### src/spi_cmd_pkg.sv
package spi_cmd_pkg;
  localparam logic [7:0] CH_S = 8'h53;
  localparam logic [7:0] CH_A = 8'h41;
  localparam logic [7:0] CH_ON = 8'h31;
  localparam logic [7:0] CH_OFF = 8'h30;
  localparam int SCK_BIT = 0;
  localparam int MOSI_BIT = 1;
  localparam int MISO_BIT = 2;
  localparam logic [7:0] SERIAL_OUT_MASK = 8'h03;
  localparam logic [7:0] SERIAL_MASK = 8'h07;
  localparam logic [7:0] PORT_VALUE_RST = 8'h00;
  localparam logic [7:0] PORT_DIR_RST = 8'h00;
  localparam int CLK_PERIOD_NS = 20;
  localparam int SCK_HALF_NS = 80;
  localparam int SCK_HALF_CYC = (SCK_HALF_NS + CLK_PERIOD_NS - 1) / CLK_PERIOD_NS;
  localparam logic [2:0] LAST_BIT = 3'h7;
  localparam logic [1:0] LAST_IDX = 2'h2;
  typedef struct packed
  {
    logic [7:0] value;
    logic [7:0] dir;
  } port_cfg_t;
  typedef enum logic [1:0]
  {
    OP_ON = 2'b00,
    OP_OFF = 2'b01,
    OP_XFER = 2'b10
  } op_t;
  typedef enum logic [3:0]
  {
    ST_IDLE = 4'b0000,
    ST_CMD1 = 4'b0001,
    ST_CMD2 = 4'b0010,
    ST_ECHO = 4'b0011,
    ST_HDR = 4'b0100,
    ST_LOAD = 4'b0101,
    ST_SHIFT = 4'b0110,
    ST_PUSH = 4'b0111
  } state_t;
endpackage

### src/port_spi_command_master.sv
`timescale 1ns/10ps
`default_nettype none
module port_spi_command_master #(
  parameter int HALF_CYC = spi_cmd_pkg::SCK_HALF_CYC
) (
  input wire logic clock_i,
  input wire logic rstn_i,
  input wire logic cmd_valid_i,
  input wire logic [7:0] cmd_data_i,
  output logic cmd_ready_o,
  output logic rsp_valid_o,
  output logic [7:0] rsp_data_o,
  input wire logic rsp_ready_i,
  input wire logic value_wr_i,
  input wire logic dir_wr_i,
  input wire spi_cmd_pkg::port_cfg_t cfg_i,
  output spi_cmd_pkg::port_cfg_t cfg_o,
  input wire logic [7:0] pin_i,
  output logic [7:0] pin_o,
  output logic [7:0] pin_oe_o,
  output logic [7:0] pin_level_o,
  output logic serial_mode_o,
  output logic busy_o
);
  import spi_cmd_pkg::*;

  if (HALF_CYC < 4 || HALF_CYC > 255)
  begin : g_bad_half
    $error("half clock period must be 4 to 255 cycles");
  end

  function automatic logic [7:0] serial_dir(input logic [7:0] dir);
    serial_dir = (dir & ~SERIAL_MASK) | SERIAL_OUT_MASK;
  endfunction

  state_t state_q, state_d;
  op_t op_q, op_d;
  port_cfg_t cfg_q, cfg_d, save_q, save_d;
  logic mode_q, mode_d;
  logic [7:0] count_q, count_d;
  logic [7:0] tx_q, tx_d, rx_q, rx_d;
  logic [2:0] bit_q, bit_d;
  logic [7:0] half_q, half_d;
  logic phase_q, phase_d;
  logic [1:0] idx_q, idx_d;
  logic [7:0] pin_q, pin_d, oe_q, oe_d;
  logic [7:0] pin_sync;
  logic miso, half_done, take, push_ok;
  logic en_act, dis_act;
  logic buf_valid, buf_ready;
  logic [7:0] buf_data;

  sync2 #(.WIDTH(8)) u_sync (
    .clock_i(clock_i),
    .rstn_i(rstn_i),
    .async_i(pin_i),
    .sync_o(pin_sync)
  );

  // data-in line, sampled only through the synchroniser
  assign miso = pin_sync[MISO_BIT];

  byte_fifo2 #(.WIDTH(8), .DEPTH(2)) u_rsp_buf (
    .clock_i(clock_i),
    .rstn_i(rstn_i),
    .in_valid_i(buf_valid),
    .in_data_i(buf_data),
    .in_ready_o(buf_ready),
    .out_valid_o(rsp_valid_o),
    .out_data_o(rsp_data_o),
    .out_ready_i(rsp_ready_i)
  );

  assign cmd_ready_o = (state_q == ST_IDLE) || (state_q == ST_CMD1) ||
                       (state_q == ST_CMD2) || (state_q == ST_LOAD);
  assign take = cmd_valid_i && cmd_ready_o;
  assign half_done = (half_q == 8'(HALF_CYC - 1));
  assign push_ok = buf_valid && buf_ready;
  assign en_act = take && (state_q == ST_CMD2) && (op_q == OP_ON) &&
                  (cmd_data_i == CH_A);
  assign dis_act = take && (state_q == ST_CMD2) && (op_q == OP_OFF) &&
                   (cmd_data_i == CH_A);

  // reply byte source
  always_comb
  begin
    buf_valid = 1'b0;
    buf_data = 8'h00;
    case (state_q)
      ST_ECHO:
      begin
        buf_valid = 1'b1;
        case (idx_q)
          2'h0: buf_data = CH_S;
          2'h1: buf_data = (op_q == OP_ON) ? CH_ON : CH_OFF;
          default: buf_data = CH_A;
        endcase
      end
      ST_HDR:
      begin
        buf_valid = 1'b1;
        case (idx_q)
          2'h0: buf_data = CH_S;
          2'h1: buf_data = CH_A;
          default: buf_data = count_q;
        endcase
      end
      ST_PUSH:
      begin
        buf_valid = 1'b1;
        buf_data = rx_q;
      end
      default:
      begin
        buf_valid = 1'b0;
        buf_data = 8'h00;
      end
    endcase
  end

  // command parser and shift engine
  always_comb
  begin
    state_d = state_q;
    op_d = op_q;
    count_d = count_q;
    tx_d = tx_q;
    rx_d = rx_q;
    bit_d = bit_q;
    half_d = half_q;
    phase_d = phase_q;
    idx_d = idx_q;
    case (state_q)
      ST_IDLE:
      begin
        if (take && cmd_data_i == CH_S)
        begin
          state_d = ST_CMD1;
        end
      end
      ST_CMD1:
      begin
        if (take)
        begin
          state_d = ST_CMD2;
          if (cmd_data_i == CH_ON)
          begin
            op_d = OP_ON;
          end
          else if (cmd_data_i == CH_OFF)
          begin
            op_d = OP_OFF;
          end
          else if (cmd_data_i == CH_A)
          begin
            op_d = OP_XFER;
          end
          else
          begin
            state_d = ST_IDLE;
          end
        end
      end
      ST_CMD2:
      begin
        if (take)
        begin
          idx_d = 2'h0;
          if (op_q == OP_XFER)
          begin
            count_d = cmd_data_i;
            state_d = ST_HDR;
          end
          else if (cmd_data_i == CH_A)
          begin
            state_d = ST_ECHO;
          end
          else
          begin
            state_d = ST_IDLE;
          end
        end
      end
      ST_ECHO:
      begin
        if (push_ok)
        begin
          idx_d = idx_q + 2'h1;
          if (idx_q == LAST_IDX)
          begin
            state_d = ST_IDLE;
          end
        end
      end
      ST_HDR:
      begin
        if (push_ok)
        begin
          idx_d = idx_q + 2'h1;
          if (idx_q == LAST_IDX)
          begin
            state_d = (count_q == 8'h00) ? ST_IDLE : ST_LOAD;
          end
        end
      end
      ST_LOAD:
      begin
        if (take)
        begin
          tx_d = cmd_data_i;
          bit_d = 3'h0;
          half_d = 8'h00;
          phase_d = 1'b0;
          state_d = ST_SHIFT;
        end
      end
      ST_SHIFT:
      begin
        if (half_done)
        begin
          half_d = 8'h00;
          phase_d = ~phase_q;
          if (phase_q)
          begin
            rx_d = {rx_q[6:0], miso};
            tx_d = {tx_q[6:0], 1'b0};
            bit_d = bit_q + 3'h1;
            if (bit_q == LAST_BIT)
            begin
              state_d = ST_PUSH;
            end
          end
        end
        else
        begin
          half_d = half_q + 8'h01;
        end
      end
      ST_PUSH:
      begin
        if (push_ok)
        begin
          count_d = count_q - 8'h01;
          state_d = (count_q == 8'h01) ? ST_IDLE : ST_LOAD;
        end
      end
      default:
      begin
        state_d = ST_IDLE;
      end
    endcase
  end

  // port configuration, save and restore
  always_comb
  begin
    cfg_d = cfg_q;
    save_d = save_q;
    mode_d = mode_q;
    if (value_wr_i)
    begin
      cfg_d.value = cfg_i.value;
    end
    if (dir_wr_i)
    begin
      cfg_d.dir = cfg_i.dir;
    end
    if (en_act && !mode_q)
    begin
      save_d = cfg_q;
      cfg_d.dir = serial_dir(cfg_q.dir);
      mode_d = 1'b1;
    end
    else if (dis_act && mode_q)
    begin
      cfg_d = save_q;
      mode_d = 1'b0;
    end
  end

  // pin drive
  always_comb
  begin
    pin_d = cfg_q.value;
    oe_d = cfg_q.dir;
    if (mode_q)
    begin
      oe_d = serial_dir(cfg_q.dir);
      pin_d[SCK_BIT] = cfg_q.value[SCK_BIT] ^ phase_q;
      pin_d[MOSI_BIT] = tx_q[7];
    end
  end

  always_ff @(posedge clock_i or negedge rstn_i)
  begin
    if (!rstn_i)
    begin
      state_q <= ST_IDLE;
      op_q <= OP_ON;
      count_q <= 8'h00;
      tx_q <= 8'h00;
      rx_q <= 8'h00;
      bit_q <= 3'h0;
      half_q <= 8'h00;
      phase_q <= 1'b0;
      idx_q <= 2'h0;
      cfg_q <= '{value: PORT_VALUE_RST, dir: PORT_DIR_RST};
      save_q <= '{value: PORT_VALUE_RST, dir: PORT_DIR_RST};
      mode_q <= 1'b0;
      pin_q <= PORT_VALUE_RST;
      oe_q <= PORT_DIR_RST;
    end
    else
    begin
      state_q <= state_d;
      op_q <= op_d;
      count_q <= count_d;
      tx_q <= tx_d;
      rx_q <= rx_d;
      bit_q <= bit_d;
      half_q <= half_d;
      phase_q <= phase_d;
      idx_q <= idx_d;
      cfg_q <= cfg_d;
      save_q <= save_d;
      mode_q <= mode_d;
      pin_q <= pin_d;
      oe_q <= oe_d;
    end
  end

  assign pin_o = pin_q;
  assign pin_oe_o = oe_q;
  assign pin_level_o = pin_sync;
  assign cfg_o = cfg_q;
  assign serial_mode_o = mode_q;
  assign busy_o = (state_q != ST_IDLE);
endmodule
`default_nettype wire

### src/sync2.sv
`timescale 1ns/10ps
`default_nettype none
module sync2 #(
  parameter int WIDTH = 8
) (
  input wire logic clock_i,
  input wire logic rstn_i,
  input wire logic [WIDTH-1:0] async_i,
  output logic [WIDTH-1:0] sync_o
);
  logic [WIDTH-1:0] meta_q;
  logic [WIDTH-1:0] sync_q;

  always_ff @(posedge clock_i or negedge rstn_i)
  begin
    if (!rstn_i)
    begin
      meta_q <= '0;
      sync_q <= '0;
    end
    else
    begin
      meta_q <= async_i;
      sync_q <= meta_q;
    end
  end

  assign sync_o = sync_q;
endmodule
`default_nettype wire

### src/byte_fifo2.sv
`timescale 1ns/10ps
`default_nettype none
module byte_fifo2 #(
  parameter int WIDTH = 8,
  parameter int DEPTH = 2
) (
  input wire logic clock_i,
  input wire logic rstn_i,
  input wire logic in_valid_i,
  input wire logic [WIDTH-1:0] in_data_i,
  output logic in_ready_o,
  output logic out_valid_o,
  output logic [WIDTH-1:0] out_data_o,
  input wire logic out_ready_i
);
  localparam int AW = (DEPTH > 1) ? $clog2(DEPTH) : 1;

  if (DEPTH < 2 || (1 << AW) != DEPTH)
  begin : g_bad_depth
    $error("depth must be a power of two of at least two");
  end

  logic [WIDTH-1:0] mem_q [DEPTH];
  logic [AW-1:0] wr_q, wr_d, rd_q, rd_d;
  logic [AW:0] cnt_q, cnt_d;
  logic push, pop;

  assign in_ready_o = (cnt_q != (AW+1)'(DEPTH));
  assign out_valid_o = (cnt_q != '0);
  assign out_data_o = mem_q[rd_q];
  assign push = in_valid_i && in_ready_o;
  assign pop = out_valid_o && out_ready_i;

  always_comb
  begin
    wr_d = push ? wr_q + 1'b1 : wr_q;
    rd_d = pop ? rd_q + 1'b1 : rd_q;
    cnt_d = cnt_q + (AW+1)'(push) - (AW+1)'(pop);
  end

  always_ff @(posedge clock_i or negedge rstn_i)
  begin
    if (!rstn_i)
    begin
      wr_q <= '0;
      rd_q <= '0;
      cnt_q <= '0;
    end
    else
    begin
      wr_q <= wr_d;
      rd_q <= rd_d;
      cnt_q <= cnt_d;
    end
  end

  always_ff @(posedge clock_i)
  begin
    if (push)
    begin
      mem_q[wr_q] <= in_data_i;
    end
  end
endmodule
`default_nettype wire

### config.mk
export PLATFORM = sky130hd
export DESIGN_NAME = port_spi_command_master
export DESIGN_NICKNAME = d
export VERILOG_FILES = /design/src/spi_cmd_pkg.sv /design/src/port_spi_command_master.sv /design/src/sync2.sv /design/src/byte_fifo2.sv
export SDC_FILE = /design/constraint.sdc
export NUM_CORES = 1
export LEC_CHECK = 0
export ABC_CLOCK_PERIOD_IN_PS = 2150
export BUFFER_PORTS_ARGS = -buffer_cell sky130_fd_sc_hd__buf_2
export CAP_MARGIN = 20
export CORE_MARGIN = 2
export CORE_UTILIZATION = 30
export DETAILED_ROUTE_END_ITERATION = 6
export PLACE_DENSITY = 0.57
export SLEW_MARGIN = 15
export SYNTH_ARGS = -nofsm -noshare
export SYNTH_HDL_FRONTEND = slang
export SYNTH_SLANG_ARGS = --single-unit
### constraint.sdc
create_clock -name clock_i -period 2.15 [get_ports clock_i]
set_input_delay 0.1075 -clock clock_i [delete_from_list [all_inputs] [get_ports clock_i]]
set_output_delay 0.1075 -clock clock_i [all_outputs]
set_load 0.01 [all_outputs]
==> results summary <==
The port buffer count is 89. The worst-skew pair later-pin latency came out at between 0.4 and 0.5 ns. The number of nets produced by synthesis came out at 602. The share of total power dissipated in the clock network is 31.8%. Yosys attributes the largest share of cell area to sky130_fd_sc_hd__dfrtp_1 (48%), sky130_fd_sc_hd__edfxtp_1 (8.3%), sky130_fd_sc_hd__nand2_1 (5.8%).

The die is 143 um wide. The setup slack after placement came out at 0.0185 ns. The final setup violation count is 0. The final number of hold-violating endpoints came out at 0. The floorplan step defined a die boundary enclosing 20,500 um2. IR analysis of the VDD net gives a maximum drop of 0.609 mV. The antenna violation net count after detailed routing is 0. The power density over cell area came out at 1230 nW/um2.

The number of buffers created by CTS came out at 17. The fmax came out at 489 MHz. The largest net degree at the start of global routing is 55. The max-slew violation count is 0. The number of buffers on the longest clock path came out at 2. The antenna diode count is 0. In the final design database the tool counted 736 nets. The internal portion of total power is roughly 6.3 mW. The average via count per standard cell is 4.79.

The summed instance area of the synthesized netlist came out at 5810 um2. The slew of the pin with the lowest slew margin came out at 0.488 ns. The critical path is of the reg2reg type. The synthesized design devotes to its leading area cell type 48.2% of total area. Detailed placement finished with a half-perimeter wire length of 10.2 mm. The part of the total power dissipated in combinational logic is approximately a third.

CTS placed an instance of sky130_fd_sc_hd__clkbuf_16 at the clock tree root. The async set or reset register ratio after synthesis is 87.5%. The post-detailed-routing wire length is 14.4 mm.

The min-delay analysis places its worst path in the category in2reg. Of the synthesized area, sequential elements account for 56.5%. The final worst setup slack came out at 0.106 ns.

The total global routing overflow is 0. The H-tree generated during clock tree synthesis spans 4 levels. For this block, the initial DRC count from the detailed router was roughly 300. The clock tree from TritonCTS is yes.

Setup repair after global routing left no endpoint under its margin. After detailed placement, the design holds a cell count of ~910. The number of library cell types mapped by synthesis came out at 62. The largest total area in the synthesized netlist belongs to sky130_fd_sc_hd__dfrtp_1. The via count of the first global-routing pass came out at 4,585. The switching power summed over all nets came out at between 3 and 4 mW. The sequential fraction of design power is 36.1%. Data on the critical path arrives at its endpoint at around 2.3 ns. The final-layout setup total negative slack is 0 ns.

The layout-stage area growth over the synthesis result is 30.4%. The largest driver fanout on the critical path came out at 12. The final cell count without fillers is between 900 and 1k. The time the worst path needs with I/O delays and setup is 2.04 ns. The worst setup path is captured at a flop. The clock arrives with 0.00709 ns of skew.

The number of violations of the max-capacitance limit came out at 0. The startpoint kind of the worst setup timing path is a flop. The die outline height came out at roughly 140 um. Dividing the detail-routed wire length by the instance count gives around 15 um. At the worst endpoint, the required time is 2.45 ns. The post-CTS clock slew at the launch and capture registers of the worst setup and hold paths came out at 0.06 ns. The total number of yosys warnings came out at 0. The worst-case headroom to the max-slew limit came out at 67.5%. The routed via count came out at approximately 4.6k. The first global-routing pass estimated roughly 23 mm of wire.

The global placer's final weighted congestion is 0.891. The post-synthesis instance total came out at 552. The total DRC errors in the routed layout came out at 0. The run finished with clean final reports. The total of flip-flops plus latches after synthesis came out at around 130. The initial antenna violation count came to 0. The period utilization came out at around 95%. The clock sink total is 128. The top-level I/O count came out at 90. The count of standard-cell rows came out at 50. The global-route usage over all layers came out at 14.6%. Before antenna repair, the detailed router went through 5 iterations. Counting flops with a built-in enable in the synthesized netlist gives 16. Averaged over all synthesized cells, the footprint is 10.5 um2. The proportion of total power due to net switching is around a third. The flip-flop cell with the highest count after synthesis is sky130_fd_sc_hd__dfrtp_1. The leakage power came out at 3.55 nW. The placeable core area is 18,800 um2. The ratio of cells with drive above 1 in the final layout is 29.2%. The starting density of the core came out at just over 30%. Counting the fill cells in the layout gives 1,764.
-- final cells by class --
class | count | area (um2) | share of cell area (%)
Inverter | 15 | 56.3 | 0.743
Tap cell | 260 | 325 | 4.29
Multi-Input combinational cell | 373 | 2300 | 30.3
Sequential cell | 128 | 3280 | 43.4
Clock buffer | 25 | 527 | 6.95
Timing Repair Buffer | 151 | 988 | 13.0
Clock inverter | 7 | 96.3 | 1.27
-- layer usage --
metal | part of all wire [%] | track usage [%] | up-vias
li1 | - | - | 2193
met5 | 0 | 0 | -
met1 | 43 | 17.6 | 2271
met2 | 51 | 24.4 | 106
met4 | 2.0 | 6.36 | 0
met3 | 4.4 | 4.19 | 23
-- synthesized netlist by cell type (5+ instances only) --
cell                       count
sky130_fd_sc_hd__a21oi_1      36
sky130_fd_sc_hd__a22o_1        6
sky130_fd_sc_hd__a31oi_1      11
sky130_fd_sc_hd__and3_1        5
sky130_fd_sc_hd__buf_2         7
sky130_fd_sc_hd__buf_4        12
sky130_fd_sc_hd__clkbuf_1     12
sky130_fd_sc_hd__dfrtp_1     112
sky130_fd_sc_hd__edfxtp_1     16
sky130_fd_sc_hd__ha_1         12
sky130_fd_sc_hd__inv_1        15
sky130_fd_sc_hd__mux2_2       19
sky130_fd_sc_hd__mux2i_1      14
sky130_fd_sc_hd__nand2_1      89
sky130_fd_sc_hd__nand3_1       5
sky130_fd_sc_hd__nor2_1       51
sky130_fd_sc_hd__nor2b_1       8
sky130_fd_sc_hd__nor3_1        7
sky130_fd_sc_hd__o21ai_0      29
sky130_fd_sc_hd__o22ai_1       7
sky130_fd_sc_hd__or3_1         5
-- kinds of logic (layout without fill, tap and decap cells) --
kind of cell	Yosys count	in the layout	synth area share (%)
muxes	34	34	6.29
buffers and inverters	51	198	4.50
AOI/OAI and AO/OA	112	112	11.8
xor gates and xnor gates	7	7	1.06
and+or+nand+nor	208	208	17.3
adders and majority gates	12	12	2.58
DFF	128	128	56.5
-- flip-flops by register name (all words and copies together), names as in the netlist, 3 cells and up --
| register | cells |
|---|---|
| pin_o | 8 |
| rx_q | 8 |
| cfg_o | 16 |
| u_sync.sync_o | 8 |
| pin_oe_o | 8 |
| bit_q | 3 |
| u_rsp_buf.mem_q | 16 |
| half_q | 8 |
| count_q | 8 |
| state_q | 3 |
| tx_q | 8 |
| u_sync.meta_q | 8 |
| save_q | 16 |
-- placed cells by master, fill, tap and decap left out, types with 5 or more instances in the layout --
cell	netlist	layout
sky130_fd_sc_hd__nor3_1	7	7
sky130_fd_sc_hd__mux2i_1	14	14
sky130_fd_sc_hd__nand2_1	89	88
sky130_fd_sc_hd__buf_2	7	88
sky130_fd_sc_hd__a31oi_1	11	11
sky130_fd_sc_hd__a22o_1	6	6
sky130_fd_sc_hd__and3_1	5	5
sky130_fd_sc_hd__ha_1	12	12
sky130_fd_sc_hd__dlygate4sd3_1	0	17
sky130_fd_sc_hd__a21oi_1	36	36
sky130_fd_sc_hd__mux2_2	19	19
sky130_fd_sc_hd__inv_1	15	15
sky130_fd_sc_hd__nor2_1	51	51
sky130_fd_sc_hd__clkbuf_16	0	18
sky130_fd_sc_hd__dfrtp_1	112	111
sky130_fd_sc_hd__buf_4	12	42
sky130_fd_sc_hd__nand3_1	5	5
sky130_fd_sc_hd__nor2b_1	8	7
sky130_fd_sc_hd__o21ai_0	29	29
sky130_fd_sc_hd__clkbuf_8	0	5
sky130_fd_sc_hd__o22ai_1	7	7
sky130_fd_sc_hd__edfxtp_1	16	16
-- worst paths after layout --
kind | start | endpoint | slack [ns] | depth (start not counted)
min in group asynchronous | rstn_i | u_sync.meta_q[2]$_DFF_PN0_ | 0.17 | 2
hold / removal | cfg_i[3] | cfg_o[3]$_DFFE_PN0P_ | 0.01 | 3
hold reg to reg | u_sync.meta_q[2]$_DFF_PN0_ | u_sync.sync_o[2]$_DFF_PN0_ | 0.35 | 0
setup / recovery | state_q[1]$_DFFE_PN0P_ | state_q[1]$_DFFE_PN0P_ | 0.11 | 6
max in group asynchronous | rstn_i | save_q[4]$_DFFE_PN0P_ | 1.36 | 3
setup reg to reg | state_q[1]$_DFFE_PN0P_ | state_q[1]$_DFFE_PN0P_ | 0.11 | 6
-- repair_timing --
item / 4_1_cts / 5_1_grt
hold buffers: 17 / 0
resized for setup: 1 / 9
endpoints found under the setup margin: 1 / 14
pin swaps: 0 / 2
setup buffers: 0 / 3
cloned: 0 / 0
hold endpoints to repair: 42 / 0
-- power by group through the flow --
stage | logic, mW | registers [mW] | clock network, mW
2_1_floorplan | 1.97 | 3.30 | 0
3_3_place_gp | 2.76 | 3.39 | 0
3_5_place_dp | 2.83 | 3.41 | 0
4_1_cts | 2.88 | 3.37 | 3.02
5_1_grt | 3.31 | 3.43 | 3.16
6_report | 2.99 | 3.37 | 2.97
-- per-stage QoR --
stage | utilization (%) | hold slack (ns) | power, mW | instance area (um2)
CTS | 39.9 | 0.00153 | 9.27 | 7520
detailed placement | 35.7 | 0.0796 | 6.24 | 6720
finish | 40.2 | 0.0135 | 9.33 | 7580
global placement | 35.7 | 0.0701 | 6.15 | 6720
global route | 40.2 | 0.0157 | 9.90 | 7580
floorplan | - | -0.188 | 5.26 | 5810
-- critical path: stages (launching register included) --
cell and delay, ns:
sky130_fd_sc_hd__dfrtp_2 0.43, sky130_fd_sc_hd__buf_6 0.15, sky130_fd_sc_hd__and2_1 0.14, sky130_fd_sc_hd__or4_1 0.51, sky130_fd_sc_hd__o21bai_1 0.19, sky130_fd_sc_hd__nand4_1 0.17
sky130_fd_sc_hd__mux2_4 0.34
Note: power is estimated with default switching activity, not from simulation.
